<file path="config.mk">
export PLATFORM = sky130hd
export DESIGN_NAME = pmcs_seq
export DESIGN_NICKNAME = d
export VERILOG_FILES = /design/src/rtl/pmcs_timer.v /design/src/rtl/pmcs_seq.v
export VERILOG_INCLUDE_DIRS = /design/src /design/src/rtl
export SDC_FILE = /design/constraint.sdc
export NUM_CORES = 1
export LEC_CHECK = 0
export BUFFER_PORTS_ARGS = -buffer_cell sky130_fd_sc_hd__buf_4
export CAP_MARGIN = 20
export CELL_PAD_IN_SITES_DETAIL_PLACEMENT = 1
export CELL_PAD_IN_SITES_GLOBAL_PLACEMENT = 2
export CORE_UTILIZATION = 36
export CTS_BUF_LIST = sky130_fd_sc_hd__clkbuf_8
export DETAILED_ROUTE_END_ITERATION = 7
export PLACE_DENSITY_LB_ADDON = 0.1
export SLEW_MARGIN = 10
export SYNTH_ARGS = -nofsm -noshare
export SYNTH_HDL_FRONTEND = slang
export SYNTH_HIERARCHICAL = 1
export SYNTH_SLANG_ARGS = --single-unit
</file>
<file path="constraint.sdc">
create_clock -name clk -period 2.75 [get_ports clk]
set_input_delay 0.6875 -clock clk [delete_from_list [all_inputs] [get_ports clk]]
set_output_delay 0.6875 -clock clk [all_outputs]
set_load 0.01 [all_outputs]
</file>
<file path="src/rtl/pmcs_defines.vh">
`ifndef PMCS_DEFINES_VH
`define PMCS_DEFINES_VH

// Port modes
`define PMCS_MODE_W 2
`define PMCS_MODE_UNATT 2'h0
`define PMCS_MODE_UP 2'h1
`define PMCS_MODE_DOWN 2'h2
`define PMCS_MODE_DIS 2'h3

// Change action select
`define PMCS_ACT_W 2
`define PMCS_ACT_NONE 2'h0
`define PMCS_ACT_RESET 2'h1
`define PMCS_ACT_HOT 2'h2

// Reset values
`define PMCS_PART_RST 4'h0
`define PMCS_DEVICE_NUMBER_FIELD_RST 5'h00

// Latency
`define PMCS_CLK_KHZ 40000
`define PMCS_LAT_NONE_US 2000
`define PMCS_LAT_RESET_US 2500
`define PMCS_LAT_NONE_CYC (`PMCS_LAT_NONE_US * `PMCS_CLK_KHZ / 1000)
`define PMCS_LAT_RESET_CYC (`PMCS_LAT_RESET_US * `PMCS_CLK_KHZ / 1000)

`endif

</file>
<file path="src/rtl/pmcs_timer.v">
`timescale 1ns/1ps
`include "pmcs_defines.vh"

module pmcs_timer #(
  parameter CW = 17
) (
  clk,
  nrst,
  start,
  load,
  done
);
  input wire clk;
  input wire nrst;
  input wire start;
  input wire [CW-1:0] load;
  output reg done;

  reg [CW-1:0] cnt_r;
  reg run_r;

  always @(posedge clk) begin
    if (!nrst) begin
      cnt_r <= {CW{1'b0}};
      run_r <= 1'b0;
      done <= 1'b0;
    end else begin
      // Done holds until the next start, so a slow add step cannot strand the wait
      if (start) begin
        cnt_r <= load;
        run_r <= 1'b1;
        done <= 1'b0;
      end else if (run_r) begin
        if (cnt_r <= {{(CW-1){1'b0}}, 1'b1}) begin
          run_r <= 1'b0;
          done <= 1'b1;
        end else begin
          cnt_r <= cnt_r - {{(CW-1){1'b0}}, 1'b1};
        end
      end
    end
  end
endmodule // pmcs_timer

</file>
<file path="src/rtl/pmcs_seq.v">
`timescale 1ns/1ps
`include "pmcs_defines.vh"

// Behaviour
// (RULE_01) The requester waits for the completion flag before another change on the port or its partition.
// (RULE_02) The requester never turns a former upstream port into a downstream port before a fundamental reset.
// (RULE_03) The requester never turns a former downstream port into an upstream port before a fundamental reset.
// (RULE_04) The requester does not change an attached port's mode while its partition's state changes.
// (RULE_05) The requester does not add a port to a partition whose state is changing.
// (RULE_06) The requester sets both next-capability pointers for upstream use before unattached to upstream.
// (RULE_07) Unattached/downstream changes use reset or no action, and no action needs a full retrain afterwards.
// (RULE_08) During a partition reset-pin fundamental reset an outside port joins only with no action.
// (RULE_09) During a partition hot reset an outside port joins only with no action.
// (RULE_10) The requester keeps the port free of traffic for the whole change.
// (RULE_11) Each change is classed as removal, addition, both or neither, and each part is carried out.
// (RULE_12) A mode change inside one partition is a full removal and then a full re-addition.
// (RULE_13) A device number change alone is removal, number update, then re-addition.
// (RULE_14) Steps run strictly as started flag, removal, addition, port action, completed flag.
// (RULE_15) A change starts on any new mode, partition or device number value, or on partition disable.
// (RULE_16) A change completes in 2 ms with no action and 2.5 ms with reset.
// (RULE_17) Both flags stay set until software clears them.

module pmcs_seq #(
  parameter PW = 4,
  parameter DW = 5,
  parameter CW = 17,
  parameter LAT_NONE = `PMCS_LAT_NONE_CYC,
  parameter LAT_RESET = `PMCS_LAT_RESET_CYC
) (
  clk,
  nrst,
  cfg_mode,
  cfg_part,
  cfg_device_number_field,
  change_action_select,
  part_disable,
  flag_clear,
  remove_ack,
  add_ack,
  change_started_flag,
  change_completed_flag,
  busy,
  remove_req,
  remove_part,
  add_req,
  add_part,
  port_reset,
  cur_mode,
  cur_part,
  cur_device_number_field
);
  input wire clk;
  input wire nrst;
  input wire [`PMCS_MODE_W-1:0] cfg_mode;
  input wire [PW-1:0] cfg_part;
  input wire [DW-1:0] cfg_device_number_field;
  input wire [`PMCS_ACT_W-1:0] change_action_select;
  input wire part_disable;
  input wire [1:0] flag_clear;
  input wire remove_ack;
  input wire add_ack;
  output reg change_started_flag;
  output reg change_completed_flag;
  output wire busy;
  output reg remove_req;
  output reg [PW-1:0] remove_part;
  output reg add_req;
  output reg [PW-1:0] add_part;
  output reg port_reset;
  output reg [`PMCS_MODE_W-1:0] cur_mode;
  output reg [PW-1:0] cur_part;
  output reg [DW-1:0] cur_device_number_field;

  localparam [5:0] S_IDLE = 6'h01;
  localparam [5:0] S_REM = 6'h02;
  localparam [5:0] S_UPD = 6'h04;
  localparam [5:0] S_ADD = 6'h08;
  localparam [5:0] S_ACT = 6'h10;
  localparam [5:0] S_WAIT = 6'h20;

  reg [5:0] state_r;
  reg [5:0] state_nxt;
  reg dis_d_r;
  reg [`PMCS_ACT_W-1:0] act_r;
  reg [`PMCS_MODE_W-1:0] new_mode_r;
  reg [PW-1:0] new_part_r;
  reg [DW-1:0] new_device_number_field_r;
  reg do_rem_r;
  reg do_add_r;
  reg tmr_start;
  wire tmr_done;
  wire [CW-1:0] tmr_load;

  // Only attached modes belong to a partition
  wire old_att = (cur_mode == `PMCS_MODE_UP) || (cur_mode == `PMCS_MODE_DOWN);
  wire new_att = (cfg_mode == `PMCS_MODE_UP) || (cfg_mode == `PMCS_MODE_DOWN);
  wire cfg_diff = (cfg_mode != cur_mode) || (cfg_part != cur_part) || (cfg_device_number_field != cur_device_number_field);
  // Only a rising disable starts a change; staying disabled does not
  wire dis_rise = part_disable && !dis_d_r;
  wire trig = cfg_diff || dis_rise; // [RULE_15]

  // Latency is counted from the last S_REM cycle, as S_REM restarts the timer every cycle
  assign tmr_load = (act_r == `PMCS_ACT_RESET) ? LAT_RESET[CW-1:0] : LAT_NONE[CW-1:0]; // [RULE_16]
  assign busy = (state_r != S_IDLE);

  pmcs_timer #(.CW(CW)) u_tmr (
    .clk(clk),
    .nrst(nrst),
    .start(tmr_start),
    .load(tmr_load),
    .done(tmr_done)
  );

  always @* begin
    state_nxt = state_r;
    tmr_start = 1'b0;
    case (state_r)
      S_IDLE: begin
        if (trig) begin
          state_nxt = S_REM;
        end
      end
      S_REM: begin
        tmr_start = 1'b1;
        if (!do_rem_r || remove_ack) begin
          state_nxt = S_UPD; // [RULE_14]
        end
      end
      S_UPD: state_nxt = S_ADD; // [RULE_13]
      S_ADD: begin
        if (!do_add_r || add_ack) begin
          state_nxt = S_ACT; // [RULE_14]
        end
      end
      S_ACT: state_nxt = S_WAIT;
      // Timer done is a level, so a late add step only shortens this wait
      S_WAIT: begin
        if (tmr_done) begin
          state_nxt = S_IDLE;
        end
      end
      default: state_nxt = S_IDLE;
    endcase
  end

  always @(posedge clk) begin
    if (!nrst) begin
      state_r <= S_IDLE;
      dis_d_r <= 1'b0;
      act_r <= `PMCS_ACT_NONE;
      new_mode_r <= `PMCS_MODE_UNATT;
      new_part_r <= `PMCS_PART_RST;
      new_device_number_field_r <= `PMCS_DEVICE_NUMBER_FIELD_RST;
      do_rem_r <= 1'b0;
      do_add_r <= 1'b0;
      change_started_flag <= 1'b0;
      change_completed_flag <= 1'b0;
      remove_req <= 1'b0;
      remove_part <= `PMCS_PART_RST;
      add_req <= 1'b0;
      add_part <= `PMCS_PART_RST;
      port_reset <= 1'b0;
      cur_mode <= `PMCS_MODE_UNATT;
      cur_part <= `PMCS_PART_RST;
      cur_device_number_field <= `PMCS_DEVICE_NUMBER_FIELD_RST;
    end else begin
      state_r <= state_nxt;
      dis_d_r <= part_disable;
      port_reset <= 1'b0;
      // Set wins over a clear in the same cycle
      if (state_r == S_IDLE && trig) begin
        change_started_flag <= 1'b1; // [RULE_14]
      end else if (flag_clear[0]) begin
        change_started_flag <= 1'b0; // [RULE_17]
      end
      if (state_r == S_WAIT && tmr_done) begin
        change_completed_flag <= 1'b1; // [RULE_14]
      end else if (flag_clear[1]) begin
        change_completed_flag <= 1'b0; // [RULE_17]
      end
      case (state_r)
        S_IDLE: begin
          if (trig) begin
            // Inputs are captured once; later edits wait for the next idle cycle
            act_r <= change_action_select;
            new_mode_r <= cfg_mode;
            new_part_r <= cfg_part;
            new_device_number_field_r <= cfg_device_number_field;
            // Same-partition changes still leave and rejoin in full
            do_rem_r <= old_att; // [RULE_11] [RULE_12]
            do_add_r <= new_att && !part_disable; // [RULE_11] [RULE_12]
            remove_part <= cur_part;
            remove_req <= old_att;
          end
        end
        S_REM: begin
          if (remove_ack) begin
            remove_req <= 1'b0;
          end
        end
        S_UPD: begin
          cur_mode <= new_mode_r;
          cur_part <= new_part_r;
          cur_device_number_field <= new_device_number_field_r; // [RULE_13]
          add_part <= new_part_r;
          add_req <= do_add_r;
        end
        S_ADD: begin
          if (add_ack) begin
            add_req <= 1'b0;
          end
        end
        S_ACT: begin
          port_reset <= (act_r != `PMCS_ACT_NONE); // [RULE_14]
        end
        default: begin
        end
      endcase
    end
  end
endmodule // pmcs_seq

</file>
Word level (Yosys, flattened, before mapping)
Cells that the tools add are included.

operators by class
  reductions and logical operators = 29
  add/sub/neg operators = 1
  equal/unequal tests = 22
  order comparisons = 1
  bitwise logic cells = 1
  mux-type cells = 22

operators by type and width
  cell                                                                                count
  17-bit two-way mux                                                                  3
  6-bit case mux with 6 select lines                                                  1
  6-bit two-way mux                                                                   4
  17-bit by 1-bit less-or-equal comparator with 1-bit output (second input constant)  1
  17-bit by 1-bit subtractor with 17-bit output (second input constant)               1
  16-bit two-way mux                                                                  1
  2-bit != test (second input constant)                                               6
  2-bit nonzero test                                                                  6
  1-bit two-way mux                                                                   11
  2-bit AND reduction                                                                 5
  1-bit logical OR                                                                    7
  2-bit by 1-bit == test with 1-bit output (second input constant)                    3
  6-bit by 1-bit == test with 1-bit output (second input constant)                    1
  6-bit by 2-bit == test with 1-bit output (second input constant)                    1
  6-bit by 3-bit == test with 1-bit output (second input constant)                    1
  6-bit by 4-bit == test with 1-bit output (second input constant)                    1
  6-bit by 5-bit == test with 1-bit output (second input constant)                    1
  6-bit == test (second input constant)                                               1
  6-bit by 1-bit != test with 1-bit output (second input constant)                    1
  5-bit != test                                                                       1
  2-bit == test (second input constant)                                               2
  1-bit logical AND                                                                   4
  1-bit zero test                                                                     4
  4-bit != test                                                                       1
  7 further kinds                                                                     8

storage, ports and cells
  output and inout bits = 25
  flip-flop bits (word level) = 61

Logic depth before layout (Yosys ltp)
  depth after elaboration = 6
  mapped depth = 8
  mapped depth without buffers = 7

Cells and area by module
The synthesis kept the hierarchy.

modules (own cells, without submodules)
  module      area each (sq um)  cells an instance  instances
  pmcs_seq    2343.5             294                1
  pmcs_timer  1116.1             131                1

Least setup slack after synthesis
Ideal clock, no wire load.

  kind = reg2reg
  start = reg state_r[1]
  end = reg state_r[1]
  clock period less this slack = 2.076 ns
  cell stages (with the launch flop) = 6
  data required time = 2.650 ns
  setup slack = 0.674 ns
  arrival time = 1.976 ns
  cell sequence = dfxtp_1 > or4_1 > buf_2 > or4b_4 > and4_4 > a2111oi_4

between the ends
  cells in the longest elaborated chain, start to end = 3
  elaborated cells on any way between the ends = 12

RTL lines
  element                                                                                     line            source
  start, declared                                                                             pmcs_seq.v:81   reg [5:0] state_r;
  start signal, assigned                                                                      pmcs_seq.v:167  state_r <= state_nxt;
  6-bit == test, or another cell as far along                                                 pmcs_seq.v:117  case (state_r)
  2-bit by 1-bit != test with 1-bit output (no source line) or 2-bit != test (tied branches)  n/a
  4-bit AND reduction (no source line)                                                        n/a

Several ways; a longest one is shown, not always the timed one.
A chain may end at the register's enable or synchronous reset.

Worst setup path after layout
  start = reg state_r[1]
  end = out busy

between the ends
  cells in the longest elaborated chain, start to end = 1

RTL lines
  element                                   line            source
  6-bit by 1-bit != test with 1-bit output  pmcs_seq.v:104  assign busy = (state_r != S_IDLE);
  end, declared                             pmcs_seq.v:64   output wire busy;

No other way between the ends.

==> impl_metrics.csv <==
group,metric,value,unit
run_status,outcome,"finished clean",
routing,via_per_inst,5.536,
die,io_pins,45,
global_route,antenna_found_initial,0,
logic_synthesis,seq_area_frac_synth,0.3530,
worst_setup_path,critPathRequiredTime,2.06,ns
pwr,p_per_area,699.0,nW/um2
routing,drtAntennaViolNets,0,
routing,met2_length,4879,um
global_route,grt_pass1_vias,3328,
timing,final_hold_viol_count,0,
pwr,power_frac_seq,0.382,
clocking,cts_buffer_depth,2,
timing,fin_tns_setup,0,ns
cells_and_area,drive_gt1_frac,0.1849,
die,coreArea,9284,um2
worst_setup_path,cp-end-kind,"output port",
routing,routedWlPerCell,16.90,um
routing,met3_length,270,um
place,dp.cells,589,
place,hpwl,7111,um
hold_path,min_path_type,"flip-flop to flip-flop",
pwr,power_frac_comb,0.319,
clocking,cts_root_buffer,"clkbuf_8",
timing,fin_ws,0.2316,ns
logic_synthesis,ys_types,61,
timing,fin_crit_sh,0.9158,
routing,dr.pass1.iters,4,
clocking,insertion_delay,0.34,ns
global_route,gr-total-overflow,0,
logic_synthesis,synth-main-ff-cell,"dfxtp_1",
worst_setup_path,worstPathArrival,1.83,ns
job,max_cap_viol_count,0,
global_route,grt_max_degree,38,
routing,drc,0,
logic_synthesis,syn_area_per_cell,8.140,um2
timing,tightest_slew,0.8231,ns
clocking,cts_tree,"built",
pwr,leakage,1.614,nW
worst_setup_path,worstPathMaxFanout,8,
logic_synthesis,ys_async_sr_fraction,0,
logic_synthesis,netlist_top_cells_area,"dfxtp_1 35%, nand2_1 6.4%, xnor2_1 5.8%, o21ai_0 5.4%, a21oi_1 3.3%",
die,row_count,35,
clocking,numCtsBuffers,9,
routing,met1_length,4990,um
logic_synthesis,netlist_area,3460,um2
routing,drt_iter0_markers,117,
logic_synthesis,yosysWarnings,6,
timing,period_minus_slack,2.518,ns
logic_synthesis,synthDominantAreaCellType,"dfxtp_1",
routing,highest_layer,"met4",
clocking,h-tree-depth,3,
timing,fmax,397.1,MHz
global_route,grt_pass1_wl,16820,um
routing,route.vias.total,3349,
timing,drv_slew,0,
die,fp.dieW,100.0,um
logic_synthesis,synth_top_area_frac,0.3530,
cells_and_area,antenna_cells,0,
place,port_buffers,44,
clocking,postCtsResizedCells,0,
pwr,p_sw,0.001046,W
pwr,netSwitchingFraction,0.3584,
routing,drt_wl_total,10220,um
global_route,grtUsageTotal,0.2131,
worst_setup_path,slowest_stage,"or4_1",
clocking,cts_sinks,61,
worst_setup_path,worstPathCellList,"or4_1 -> nor2_4 -> inv_2 -> buf_4",
logic_synthesis,postSynthCellCount,425,
cells_and_area,final_common_cell,"dfxtp_1",
die,die_y,100.0,um
cells_and_area,nets,493,
timing,clock-skew-final,0.009032,ns
cells_and_area,final_cell_mix,"61 x dfxtp_1, 59 x nand2_1, 59 x buf_4",
worst_setup_path,crit_path_max_incr_delay,0.70,ns
cells_and_area,n_fill_cell,1112,
cells_and_area,area_growth,20.72,%
die,start_util,0.3726,
clocking,post-cts-setup-buffers,0,
logic_synthesis,synth_seq_cells,61,
timing,fin_hold_ws,0.4885,ns
cells_and_area,utilization,0.4499,
place,gp_congestion,0.7535,
worst_setup_path,crit_type,"flip-flop to output port",
logic_synthesis,synth_edf_count,0,
clocking,hold_buffers,0,
pwr,internal_power,0.001873,W
place,place_ws,0.4531,ns
timing,rsz0062_at_grt,"false",
timing,setup_viol,0,
worst_setup_path,startpoint_type,"flip-flop",
timing,max_slew_margin,0.4499,
pwr,peakVddDrop,260.8,uV
cells_and_area,instances_no_fill,605,
die,dieArea,10010,um2
clocking,cts.clk_slew.worst_paths,0.07,ns
pwr,p_clk_frac,0.299,
cell type report:
class	instances	area [um2]	area share
multi-input cells	327	2079	0.4979
flip-flops and latches	61	1221	0.2924
repair buffers	60	462.9	0.1108
well taps	129	161.4	0.03865
clock buffers	9	123.9	0.02966
clock inverters	7	82.58	0.01977
inverters	12	45.04	0.01078
synthesized netlist by cell type, drive strengths merged (5+ instances only):
library cell  instances
a21oi                23
a31oi                 5
buf                   8
clkbuf               25
dfxtp                61
inv                  12
mux2i                11
nand2                59
nand3                 7
nand4                 5
nor2                 22
nor3                 23
nor4                  7
o2111ai              13
o21ai                37
o311ai                7
or3                   5
or4                  15
xnor2                23
state kept, by name, indices dropped and copies added, names as in the netlist, 2 cells and up:
| register | cells |
|---|---|
| state_r | 6 |
| cur_mode | 2 |
| act_r | 2 |
| remove_part | 4 |
| cur_part | 4 |
| new_device_number_field_r | 5 |
| cur_device_number_field | 5 |
| new_part_r | 4 |
| new_mode_r | 2 |
| u_tmr/cnt_r | 17 |
critical path: cells and delay by family (launching register included):
| kind | cells | cell delay, ns |
|---|---|---|
| DFF | 1 | 0.39 |
| buffers and inverters | 2 | 0.24 |
| and+or+nand+nor | 2 | 0.87 |
final timing paths:
kind | from | end | slack, ns | depth (start not counted)
max | state_r[1]$_SDFFE_PN0P_ | busy | 0.23 | 4
min | add_req$_SDFFE_PN0P_ | add_req$_SDFFE_PN0P_ | 0.49 | 2
max reg2reg | state_r[1]$_SDFFE_PN0P_ | state_r[1]$_SDFFE_PN0P_ | 0.50 | 4
min reg2reg | add_req$_SDFFE_PN0P_ | add_req$_SDFFE_PN0P_ | 0.49 | 2
power by group through the flow:
stage               clock (W)  combinational, W  sequential (W)
finish               0.000873          0.000932         0.00111
global route         0.000937           0.00102         0.00113
CTS                  0.000888          0.000928         0.00111
detailed placement          0          0.000915         0.00113
global placement            0          0.000893         0.00113
floorplan                   0          0.000676         0.00110
routing by layer:
| layer | global-route usage | up-vias |
|---|---|---|
| met3 | 0.03969 | 8 |
| met2 | 0.3703 | 45 |
| met1 | 0.2739 | 1645 |
| met4 | 0.05017 | 0 |
| li1 | - | 1651 |
| met5 | 0 | - |
logic make-up (layout without fill, tap and decap cells):
kind of cell | count (synthesis) | in the layout | share of synthesized area
buf+inv | 45 | 88 | 0.05461
other cells | 2 | 10 | 0.002171
compound gates | 111 | 111 | 0.2195
mux | 11 | 11 | 0.03183
xor+xnor | 23 | 23 | 0.05823
flops | 61 | 61 | 0.3530
fa+ha+maj | 2 | 2 | 0.007232
simple gates | 170 | 170 | 0.2734
stage by stage:
stage / power (W) / cell area (um2)
6_report: 0.002920 / 4177
5_1_grt: 0.003085 / 4177
4_1_cts: 0.002929 / 4177
3_5_place_dp: 0.002047 / 3970
3_3_place_gp: 0.002021 / 3970
2_1_floorplan: 0.001777 / 3490
Note: power is estimated with default switching activity, not from simulation.
